### src/dac_scaler_pkg.sv
// constants and types shared by the analog output scaler
package dac_scaler_pkg;

  // register byte offsets on the AXI4-Lite bus
  localparam logic [7:0] CTRL_OFFSET     = 8'h00;
  localparam logic [7:0] ZERO_OFFSET     = 8'h04;
  localparam logic [7:0] SPAN_OFFSET     = 8'h08;
  localparam logic [7:0] CALVAL_OFFSET   = 8'h0c;
  localparam logic [7:0] RATEDCAP_OFFSET = 8'h10;
  localparam logic [7:0] CONFIRM_OFFSET  = 8'h14;
  localparam logic [7:0] STATUS_OFFSET   = 8'h18;

  // control register fields
  localparam int CTRL_MODE_BIT  = 0;
  localparam int CTRL_CAL_BIT   = 1;
  localparam int CTRL_MAXV_LSB  = 8;
  localparam int CTRL_MAXV_MSB  = 11;
  // status register fields
  localparam int STAT_REJ_BIT   = 0;
  localparam int STAT_BUSY_BIT  = 1;
  localparam int STAT_CODE_LSB  = 16;

  // reset values and the legal limit range
  localparam logic [3:0]  MAXV_RESET  = 4'ha;
  localparam logic [31:0] ZERO_RESET  = 32'h0000_0000;
  localparam logic [31:0] SPAN_RESET  = 32'h0000_2710;
  localparam logic [3:0]  MAXV_MIN    = 4'h1;
  localparam logic [3:0]  MAXV_MAX    = 4'ha;

  // output scaling, voltage in millivolts, current in microamps
  localparam logic [15:0] MV_PER_VOLT  = 16'h03e8;
  localparam logic [15:0] OVR_PER_VOLT = 16'h044c;
  localparam logic [15:0] CUR_ZERO_UA  = 16'h0fa0;
  localparam logic [15:0] CUR_SPAN_UA  = 16'h3e80;
  localparam logic [15:0] CUR_LO_UA    = 16'h0960;
  localparam logic [15:0] CUR_HI_UA    = 16'h5460;

  // conversion timing
  localparam longint CLK_HZ       = 125_000_000;
  localparam longint CONV_RATE_HZ = 4000;
  localparam int     CONV_CYCLES  = int'(CLK_HZ / CONV_RATE_HZ);

  localparam logic [1:0] RESP_OKAY   = 2'h0;
  localparam logic [1:0] RESP_SLVERR = 2'h2;

  typedef enum logic {MODE_VOLT, MODE_CURR} out_mode_e;

endpackage

### src/div_if.sv
// handshake between the scaler and its signed divider
interface div_if;
  logic               start;
  logic signed [47:0] dividend;
  logic signed [31:0] divisor;
  logic               done;
  logic signed [47:0] quotient;

  modport master (output start, output dividend, output divisor,
                  input done, input quotient);
  modport slave  (input start, input dividend, input divisor,
                  output done, output quotient);
endinterface

### src/signed_divider.sv
// sequential signed divider, one quotient bit per clock
module signed_divider (
  input  wire logic ref_clk,
  input  wire logic reset,
  div_if.slave      div
);

  typedef struct packed {
    logic        busy;
    logic [5:0]  cnt;
    logic [32:0] rem;
    logic [47:0] quo;
    logic [31:0] den;
    logic        neg;
    logic        done;
    logic [47:0] result;
  } div_state_s;

  div_state_s s;
  div_state_s n;

  assign div.done     = s.done;
  assign div.quotient = $signed(s.result);

  // restoring division on magnitudes; sign fixed at the end
  always_comb begin
    logic [32:0] trial;
    trial = 33'h0;
    n = s;
    n.done = 1'b0;
    if (div.start && !s.busy) begin
      n.busy = 1'b1;
      n.cnt  = 6'h30;
      n.rem  = 33'h0;
      n.quo  = div.dividend[47] ? 48'(-div.dividend) : div.dividend;
      n.den  = div.divisor[31] ? 32'(-div.divisor) : div.divisor;
      n.neg  = div.dividend[47] ^ div.divisor[31];
    end else if (s.busy) begin
      trial = {s.rem[31:0], s.quo[47]};
      if (trial >= {1'b0, s.den}) begin
        n.rem = trial - {1'b0, s.den};
        n.quo = {s.quo[46:0], 1'b1};
      end else begin
        n.rem = trial;
        n.quo = {s.quo[46:0], 1'b0};
      end
      n.cnt = s.cnt - 6'h1;
      if (s.cnt == 6'h1) begin
        n.busy   = 1'b0;
        n.done   = 1'b1;
        n.result = s.neg ? 48'(-n.quo) : n.quo;
      end
    end
  end

  always_ff @(posedge ref_clk) begin
    if (reset) begin
      s <= '0;
    end else begin
      s <= n;
    end
  end

endmodule // signed_divider

### src/dac_output_scaler.sv
// indicator to analog output code scaler with AXI4-Lite registers
//
// The register addresses and the AXI4-Lite register port were decided locally.
module dac_output_scaler #(
  parameter int unsigned CONV_CYCLES = dac_scaler_pkg::CONV_CYCLES
) (
  input  wire logic        ref_clk,
  input  wire logic        reset,
  // AXI4-Lite slave
  input  wire logic [7:0]  s_axi_awaddr,
  input  wire logic        s_axi_awvalid,
  output logic             s_axi_awready,
  input  wire logic [31:0] s_axi_wdata,
  input  wire logic [3:0]  s_axi_wstrb,
  input  wire logic        s_axi_wvalid,
  output logic             s_axi_wready,
  output logic [1:0]       s_axi_bresp,
  output logic             s_axi_bvalid,
  input  wire logic        s_axi_bready,
  input  wire logic [7:0]  s_axi_araddr,
  input  wire logic        s_axi_arvalid,
  output logic             s_axi_arready,
  output logic [31:0]      s_axi_rdata,
  output logic [1:0]       s_axi_rresp,
  output logic             s_axi_rvalid,
  input  wire logic        s_axi_rready,
  // measurement datapath
  input  wire logic        indValid,
  input  wire logic [31:0] indValue,
  // analog converter side
  output logic [15:0]      voltCode,
  output logic             voltEn,
  output logic [15:0]      currCode,
  output logic             currEn,
  output logic             dacStrobe
);

  typedef struct packed {
    logic                      awRdy;
    logic                      wRdy;
    logic                      bValid;
    logic [1:0]                bResp;
    logic                      arRdy;
    logic                      rValid;
    logic [31:0]               rData;
    logic [1:0]                rResp;
    logic [7:0]                awAddr;
    logic [31:0]               wData;
    logic [3:0]                wStrb;
    dac_scaler_pkg::out_mode_e mode;
    logic                      calTest;
    logic [3:0]                maxV;
    logic [31:0]               zero;
    logic [31:0]               span;
    logic [31:0]               calVal;
    logic [31:0]               ratedCap;
    logic                      rejected;
    logic [31:0]               tickCnt;
    logic [31:0]               sample;
    logic                      haveSample;
    logic                      busy;
    logic                      divStart;
    logic [47:0]               divNum;
    logic [31:0]               divDen;
    logic [15:0]               voltCode;
    logic [15:0]               currCode;
    logic                      voltEn;
    logic                      currEn;
    logic                      dacStrobe;
  } scaler_state_s;

  scaler_state_s s;
  scaler_state_s n;

  div_if div ();

  signed_divider u_div (
    .ref_clk (ref_clk),
    .reset   (reset),
    .div     (div.slave)
  );

  assign div.start    = s.divStart;
  assign div.dividend = $signed(s.divNum);
  assign div.divisor  = $signed(s.divDen);

  // every port below comes straight from the state register
  assign s_axi_awready = s.awRdy;
  assign s_axi_wready  = s.wRdy;
  assign s_axi_bvalid  = s.bValid;
  assign s_axi_bresp   = s.bResp;
  assign s_axi_arready = s.arRdy;
  assign s_axi_rvalid  = s.rValid;
  assign s_axi_rdata   = s.rData;
  assign s_axi_rresp   = s.rResp;
  assign voltCode      = s.voltCode;
  assign voltEn        = s.voltEn;
  assign currCode      = s.currCode;
  assign currEn        = s.currEn;
  assign dacStrobe     = s.dacStrobe;

  // byte-lane merge of a write into an existing word
  function automatic logic [31:0] merge(input logic [31:0] old,
                                        input logic [31:0] data,
                                        input logic [3:0]  strb);
    logic [31:0] res;
    res = old;
    for (int b = 0; b < 4; b++) begin
      if (strb[b]) begin
        res[8*b +: 8] = data[8*b +: 8];
      end
    end
    return res;
  endfunction

  // clamp a signed 48-bit value into [lo, hi]
  function automatic logic [47:0] clamp(input logic signed [47:0] v,
                                        input logic signed [47:0] lo,
                                        input logic signed [47:0] hi);
    logic [47:0] res;
    res = v;
    if (v < lo) begin
      res = lo;
    end else if (v > hi) begin
      res = hi;
    end
    return res;
  endfunction

  always_comb begin
    logic signed [47:0] limV;
    logic signed [47:0] fullScale;
    logic signed [32:0] diff;
    logic signed [48:0] prod;
    logic signed [47:0] resV;
    logic signed [47:0] resI;
    logic signed [47:0] calW;
    logic [31:0]        cand;
    logic [3:0]         newMaxV;
    logic               inRange;
    limV      = '0;
    fullScale = '0;
    diff      = '0;
    prod      = '0;
    resV      = '0;
    resI      = '0;
    calW      = '0;
    cand      = '0;
    newMaxV   = '0;
    inRange   = 1'b0;
    n = s;
    n.dacStrobe = 1'b0;
    n.divStart  = 1'b0;

    // limiter with about ten percent over-range on top of the set maximum
    limV = $signed(48'(s.maxV) * 48'(dac_scaler_pkg::OVR_PER_VOLT));
    // the same zero and span feed both modes; before the divide only the scale differs
    if (s.mode == dac_scaler_pkg::MODE_CURR) begin
      fullScale = $signed(48'(dac_scaler_pkg::CUR_SPAN_UA));
    end else begin
      fullScale = $signed(48'(s.maxV) * 48'(dac_scaler_pkg::MV_PER_VOLT));
    end

    // AXI write address and data are taken independently, in any order
    if (s_axi_awvalid && s.awRdy) begin
      n.awAddr = s_axi_awaddr;
      n.awRdy  = 1'b0;
    end
    if (s_axi_wvalid && s.wRdy) begin
      n.wData = s_axi_wdata;
      n.wStrb = s_axi_wstrb;
      n.wRdy  = 1'b0;
    end

    // latest indicator sample; the fast-sampling stream only refreshes it
    if (indValid) begin
      n.sample     = indValue;
      n.haveSample = 1'b1;
    end

    // fixed-rate tick, derived from ref_clk only
    if (s.tickCnt >= CONV_CYCLES - 1) begin
      n.tickCnt = '0;
      // a zero span has no meaningful slope, so the output just holds
      if (!s.calTest && s.haveSample && !s.busy && s.span != 32'h0) begin
        diff = $signed({s.sample[31], s.sample}) - $signed({s.zero[31], s.zero});
        prod = diff * $signed({1'b0, fullScale[15:0]});
        n.divNum   = prod[47:0];
        n.divDen   = s.span;
        n.divStart = 1'b1;
        n.busy     = 1'b1;
      end
    end else begin
      n.tickCnt = s.tickCnt + 32'h1;
    end

    // quotient back: offset, clamp and present to the converter
    if (div.done && s.busy) begin
      n.busy = 1'b0;
      resV = $signed(clamp(div.quotient, -limV, limV));
      resI = $signed(clamp(div.quotient + $signed(48'(dac_scaler_pkg::CUR_ZERO_UA)),
                           $signed(48'(dac_scaler_pkg::CUR_LO_UA)),
                           $signed(48'(dac_scaler_pkg::CUR_HI_UA))));
      // a result landing after calibration test began is dropped
      if (!s.calTest) begin
        n.voltCode  = resV[15:0];
        n.currCode  = resI[15:0];
        n.dacStrobe = 1'b1;
      end
    end

    // one write at a time: once both halves are held and no response pends
    if (!s.awRdy && !s.wRdy && !s.bValid) begin
      n.bValid = 1'b1;
      n.bResp  = dac_scaler_pkg::RESP_OKAY;
      if (s.awAddr == dac_scaler_pkg::CTRL_OFFSET) begin
        if (s.wStrb[0]) begin
          n.mode    = dac_scaler_pkg::out_mode_e'(s.wData[dac_scaler_pkg::CTRL_MODE_BIT]);
          n.calTest = s.wData[dac_scaler_pkg::CTRL_CAL_BIT];
        end
        if (s.wStrb[1]) begin
          newMaxV = s.wData[dac_scaler_pkg::CTRL_MAXV_MSB:dac_scaler_pkg::CTRL_MAXV_LSB];
          // out-of-range limit settings saturate to the legal 1..10 V
          if (newMaxV < dac_scaler_pkg::MAXV_MIN) begin
            n.maxV = dac_scaler_pkg::MAXV_MIN;
          end else if (newMaxV > dac_scaler_pkg::MAXV_MAX) begin
            n.maxV = dac_scaler_pkg::MAXV_MAX;
          end else begin
            n.maxV = newMaxV;
          end
        end
      end else if (s.awAddr == dac_scaler_pkg::ZERO_OFFSET) begin
        n.zero = merge(s.zero, s.wData, s.wStrb);
      end else if (s.awAddr == dac_scaler_pkg::SPAN_OFFSET) begin
        n.span = merge(s.span, s.wData, s.wStrb);
      end else if (s.awAddr == dac_scaler_pkg::CALVAL_OFFSET) begin
        cand = merge(s.calVal, s.wData, s.wStrb);
        calW = $signed({{16{cand[31]}}, cand});
        if (s.mode == dac_scaler_pkg::MODE_CURR) begin
          inRange = (calW >= $signed(48'(dac_scaler_pkg::CUR_LO_UA))) &&
                    (calW <= $signed(48'(dac_scaler_pkg::CUR_HI_UA)));
        end else begin
          inRange = (calW >= -limV) && (calW <= limV);
        end
        if (!s.calTest) begin
          n.calVal = cand;
        end else if (inRange) begin
          // accepted entry goes straight to the active output
          n.calVal    = cand;
          n.voltCode  = cand[15:0];
          n.currCode  = cand[15:0];
          n.dacStrobe = 1'b1;
        end else begin
          n.rejected = 1'b1;
        end
      end else if (s.awAddr == dac_scaler_pkg::RATEDCAP_OFFSET) begin
        n.ratedCap = merge(s.ratedCap, s.wData, s.wStrb);
      end else if (s.awAddr == dac_scaler_pkg::CONFIRM_OFFSET) begin
        n.span = s.ratedCap;
      end else if (s.awAddr == dac_scaler_pkg::STATUS_OFFSET) begin
        // write one to clear; the only setter is a CALVAL write, never concurrent
        if (s.wStrb[0] && s.wData[dac_scaler_pkg::STAT_REJ_BIT]) begin
          n.rejected = 1'b0;
        end
      end else begin
        n.bResp = dac_scaler_pkg::RESP_SLVERR;
      end
    end
    if (s.bValid && s_axi_bready) begin
      n.bValid = 1'b0;
      n.awRdy  = 1'b1;
      n.wRdy   = 1'b1;
    end

    // read answers one cycle after the address is taken
    if (s_axi_arvalid && s.arRdy) begin
      n.arRdy  = 1'b0;
      n.rValid = 1'b1;
      n.rResp  = dac_scaler_pkg::RESP_OKAY;
      n.rData  = 32'h0;
      if (s_axi_araddr == dac_scaler_pkg::CTRL_OFFSET) begin
        n.rData[dac_scaler_pkg::CTRL_MODE_BIT] = s.mode;
        n.rData[dac_scaler_pkg::CTRL_CAL_BIT]  = s.calTest;
        n.rData[dac_scaler_pkg::CTRL_MAXV_MSB:dac_scaler_pkg::CTRL_MAXV_LSB] = s.maxV;
      end else if (s_axi_araddr == dac_scaler_pkg::ZERO_OFFSET) begin
        n.rData = s.zero;
      end else if (s_axi_araddr == dac_scaler_pkg::SPAN_OFFSET) begin
        n.rData = s.span;
      end else if (s_axi_araddr == dac_scaler_pkg::CALVAL_OFFSET) begin
        n.rData = s.calVal;
      end else if (s_axi_araddr == dac_scaler_pkg::RATEDCAP_OFFSET) begin
        n.rData = s.ratedCap;
      end else if (s_axi_araddr == dac_scaler_pkg::CONFIRM_OFFSET) begin
        n.rData = 32'h0;
      end else if (s_axi_araddr == dac_scaler_pkg::STATUS_OFFSET) begin
        n.rData[dac_scaler_pkg::STAT_REJ_BIT]  = s.rejected;
        n.rData[dac_scaler_pkg::STAT_BUSY_BIT] = s.busy;
        n.rData[dac_scaler_pkg::STAT_CODE_LSB +: 16] =
          (s.mode == dac_scaler_pkg::MODE_CURR) ? s.currCode : s.voltCode;
      end else begin
        n.rResp = dac_scaler_pkg::RESP_SLVERR;
      end
    end
    if (s.rValid && s_axi_rready) begin
      n.rValid = 1'b0;
      n.arRdy  = 1'b1;
    end

    // only the selected output is enabled; the idle one is parked at zero
    n.voltEn = (n.mode == dac_scaler_pkg::MODE_VOLT);
    n.currEn = (n.mode == dac_scaler_pkg::MODE_CURR);
    if (!n.voltEn) begin
      n.voltCode = 16'h0;
    end
    if (!n.currEn) begin
      n.currCode = 16'h0;
    end
  end

  // state register; reset leaves voltage mode at the full 10 V limit
  always_ff @(posedge ref_clk) begin
    if (reset) begin
      s          <= '0;
      s.awRdy    <= 1'b1;
      s.wRdy     <= 1'b1;
      s.arRdy    <= 1'b1;
      s.mode     <= dac_scaler_pkg::MODE_VOLT;
      s.maxV     <= dac_scaler_pkg::MAXV_RESET;
      s.zero     <= dac_scaler_pkg::ZERO_RESET;
      s.span     <= dac_scaler_pkg::SPAN_RESET;
      s.voltEn   <= 1'b1;
    end else begin
      s <= n;
    end
  end

endmodule // dac_output_scaler

### config.mk
export PLATFORM = sky130hd
export DESIGN_NAME = dac_output_scaler
export DESIGN_NICKNAME = d
export VERILOG_FILES = /design/src/dac_scaler_pkg.sv /design/src/div_if.sv /design/src/signed_divider.sv /design/src/dac_output_scaler.sv
export SDC_FILE = /design/constraint.sdc
export NUM_CORES = 2
export LEC_CHECK = 0
export BUFFER_PORTS_ARGS = -buffer_cell sky130_fd_sc_hd__clkbuf_2
export CELL_PAD_IN_SITES_DETAIL_PLACEMENT = 0
export CELL_PAD_IN_SITES_GLOBAL_PLACEMENT = 1
export CORE_ASPECT_RATIO = 2
export CORE_MARGIN = 5
export CORE_UTILIZATION = 45
export CTS_CLUSTER_SIZE = 20
export DETAILED_ROUTE_END_ITERATION = 8
export PLACE_DENSITY_LB_ADDON = 0.1
export SETUP_SLACK_MARGIN = 0.4
export SYNTH_ARGS = -nofsm -noshare
export SYNTH_HDL_FRONTEND = slang
export SYNTH_SLANG_ARGS = --single-unit
### constraint.sdc
create_clock -name ref_clk -period 21.7 [get_ports ref_clk]
set_clock_uncertainty 0.2 [all_clocks]
set_input_delay 4.34 -clock ref_clk [delete_from_list [all_inputs] [get_ports ref_clk]]
set_output_delay 4.34 -clock ref_clk [all_outputs]
set_load 0.01 [all_outputs]
==> results.tsv <==
stage	metric	value	unit
synth	syn avg cell area	8.18	µm²
layout	share of cells above drive strength 1	8.04	%
synth	Most used DFF post-synth	dfxtp_1	
floorplan	Die ar.	111000	µm²
sta	post-route clock period utilization	47.0	%
drt	via count	41063	
worst_setup_path	Setup Crit Path Kind	flop to flop	
floorplan	Ports	168	
cts	root buf cell	clkbuf_16	
sta	Min Clock Period, post-route	10200	ps
synth	cell area after synthesis	47000	µm²
global_route	first-pass GRT wire length	258000	µm
power_and_ir_drop	Leak	21.6	nW
power_and_ir_drop	P_sw	4.21	mW
floorplan	starting density of the core	45.4	%
drt	1st-iter DRT viols	2333	
drt	detailed-route wire length	172000	µm
synth	FFs w/ async S/R, synth	0	%
synth	cell count after synthesis	5753	
synth	Area contributors post-synth	dfxtp_1 (24%), fa_1 (14%), ha_1 (10%)	
global_route	vias in the first global route	41258	
worst_setup_path	cell mode on critical path	fa_1	
sta	Worst Tran Pin Value	1250	ps
drt	drt pass-1 iters	7	
drt	routed len/inst	24.3	µm
drt	Via-to-Cell Ratio	5.79	
cts	CTS tree	yes	
sta	Pins Over Slew Limit	0	
run_status	outcome	finished clean	
sta	setup_tns	0	ps
power_and_ir_drop	Flop pwr share	13.8	%
layout	Syn-to-layout area delta	8.10	%
global_route	Tot GR Track Use	30.3	%
placement	Post-Place Setup Slack	11620	ps
sta	max_slew headroom	15.5	%
worst_setup_path	arrival time at the worst endpoint	10510	ps
global_route	initial antenna violation count	3	
layout	final net count	6475	
sta	setup violators final	0	
worst_setup_path	startpoint types	flop	
floorplan	Die W	239	µm
synth	share of the synthesized area in the top cell type	24.0	%
power_and_ir_drop	Pwr Total	8.45	mW
flow_run	total of max-cap violations	0	
placement	Placer Congestion	0.984	
synth	Netlist cell types	92	
global_route	Overflow after GRT	0	
power_and_ir_drop	Pwr Density	166	nW/µm²
cts	Worst-path clk slew	70	ps
power_and_ir_drop	maximum vdd drop	238	µV
sta	final worst slack	11500	ps
floorplan	area of the core	104000	µm²
cts	CTS resizes	0	
synth	sequential area share after synthesis	24.0	%
cts	Post-CTS Setup Inserts	0	
power_and_ir_drop	Cell Int Power	4.24	mW
floorplan	# rows	167	
worst_setup_path	Worst Setup End Kind	flop	
power_and_ir_drop	power share of the clock group	13.3	%
worst_setup_path	Crit-path slowest cell	o32ai_1	
synth	Post-synth EDFFs	0	
worst_setup_path	Required @ worst endpoint	22000	ps
min_path	Hold Path Class	flop to flop	
placement	I/O Buffers	165	
power_and_ir_drop	Sw Share	49.8	%
synth	Synth Warn #	0	
cts	Sink Count	565	
cts	Max Root-Sink Buffers	3	
drt	drt drc	0	
sta	Max Freq	98.0	MHz
power_and_ir_drop	Comb pwr share	72.9	%
sta	RSZ-0062 raised after global routing	no	
global_route	largest net degree at the start of global routing	97	
floorplan	Die Ht	467	µm
drt	antenna violation net count after detailed routing	0	
cts	Clock Latency Late Sink	690	ps
cts	hold buffers post-CTS	0	
worst_setup_path	Crit path largest cell delay	850	ps
synth	cell taking the most area after synthesis	dfxtp_1	
cts	TritonCTS Buffers	58	
placement	post-detail-place hpwl	139000	µm
worst_setup_path	CP max FO	27	
synth	Yosys reg bits	565	
sta	final hold violation count	0	
cts	H-tree levels	2	
-- critical path: cells and delay by family, from the launching register on --
kind                       cells  cell delay, ps
muxes                          1             140
buffers and inverters          4             760
xor gates and xnor gates       2             330
and+or+nand+nor                4            1170
AOI/OAI and AO/OA              9            2400
DFF                            1             830
adders and majority gates      9            4120
-- metrics by stage --
stage	hold slack, ps	utilization, %	instances	instance area [µm²]
after global placement	243	47.0	6977	48700
after CTS	258	49.1	7086	50800
after global routing	278	49.1	7087	50800
after floorplan	232	-	5771	47100
final	255	49.1	7089	50800
after detailed placement	248	47.0	6977	48700
-- cell families (layout without fill, tap and decap cells) --
group	after synthesis	count (layout)	share of synthesized area, %
and+or+nand+nor	1932	1932	18.5
AOI/OAI and AO/OA	1180	1180	16.4
buffers and inverters	898	861	7.76
adders and majority gates	699	699	23.7
DFF	565	565	24.0
xor gates and xnor gates	273	273	5.08
muxes	205	205	4.45
other	1	22	0.00797
-- synthesized netlist by cell type (37+ instances only) --
cell type,instances
nand2_1,716
nor2_1,615
dfxtp_1,565
inv_1,503
a21oi_1,394
ha_1,375
fa_1,323
clkbuf_1,292
mux2i_1,181
o21ai_0,168
a211oi_1,166
xor2_1,153
xnor2_1,120
nand3_1,101
nor3_1,88
nor2b_1,75
buf_4,70
a21o_1,69
a311oi_1,45
nand4_1,43
nor4_1,42
nand2b_1,40
o31ai_1,37
-- state kept, by name, summed over array words and instances, names as in the netlist, 16 cells and up --
name / cells
div.dividend: 45
s: 244
u_div.s: 120
currCode: 16
s_axi_rdata: 32
voltCode: 16
div.divisor: 32
u_div.div.quotient: 48
-- worst paths after layout --
check,from,to,slack (ps),depth (start not counted)
setup / recovery,s[311],div.dividend[45],11500,29
setup reg to reg,s[311],div.dividend[45],11500,29
hold / removal,s[358],s[358],250,2
hold reg to reg,s[358],s[358],250,2
-- placed cells by master (no fill, tap or decap), drive strengths merged, types with 13 or more instances in the layout --
master	netlist	layout
a211o	17	17
a211oi	166	166
a21o	69	69
a21oi	394	394
a221oi	32	32
a311oi	45	45
a31oi	24	24
and2	33	33
and3	31	31
buf	101	85
clkbuf	294	243
clkinv	0	13
conb	1	19
dfxtp	565	565
fa	323	323
ha	375	375
inv	503	505
mux2	23	23
mux2i	181	181
nand2	716	716
nand2b	41	41
nand3	101	101
nand4	43	43
nor2	615	615
nor2b	75	75
nor3	90	90
nor3b	21	21
nor4	45	45
o211ai	29	29
o21a	31	31
o21ai	171	171
o21bai	16	16
o22ai	28	28
o31ai	39	39
o41ai	20	20
or2	29	29
or3	36	36
or4	17	17
xnor2	120	120
xor2	153	153
-- power by group through the flow --
stage / clock, mW / combinational [mW] / sequential [mW]
after floorplan: 0 / 4.56 / 1.15
after global placement: 0 / 6.14 / 1.19
after detailed placement: 0 / 6.17 / 1.19
after CTS: 1.15 / 6.22 / 1.16
after global routing: 1.18 / 6.96 / 1.17
final: 1.12 / 6.16 / 1.16
-- per-layer routing --
metal	part of all wire, %	global-route usage (%)	vias to the layer above	routed length (µm)
met3	4.2	3.29	463	7270
li1	-	-	19400	-
met1	34	31.1	20043	59300
met2	53	56.3	1155	90700
met5	0.0075	0	-	13
met4	8.8	21.5	2	15200
-- layout make-up --
cell class / count / area (µm²)
Antenna cell: 3 / 7.51
Clock buffer: 79 / 1670
Clock inverter: 30 / 460
Fill cell: 10494 / 52800
Inverter: 503 / 1890
Multi-Input combinational cell: 4308 / 32300
Sequential cell: 565 / 11300
Tap cell: 1352 / 1690
Timing Repair Buffer: 249 / 1470
No activity file was read; power rests on OpenSTA's default activity.
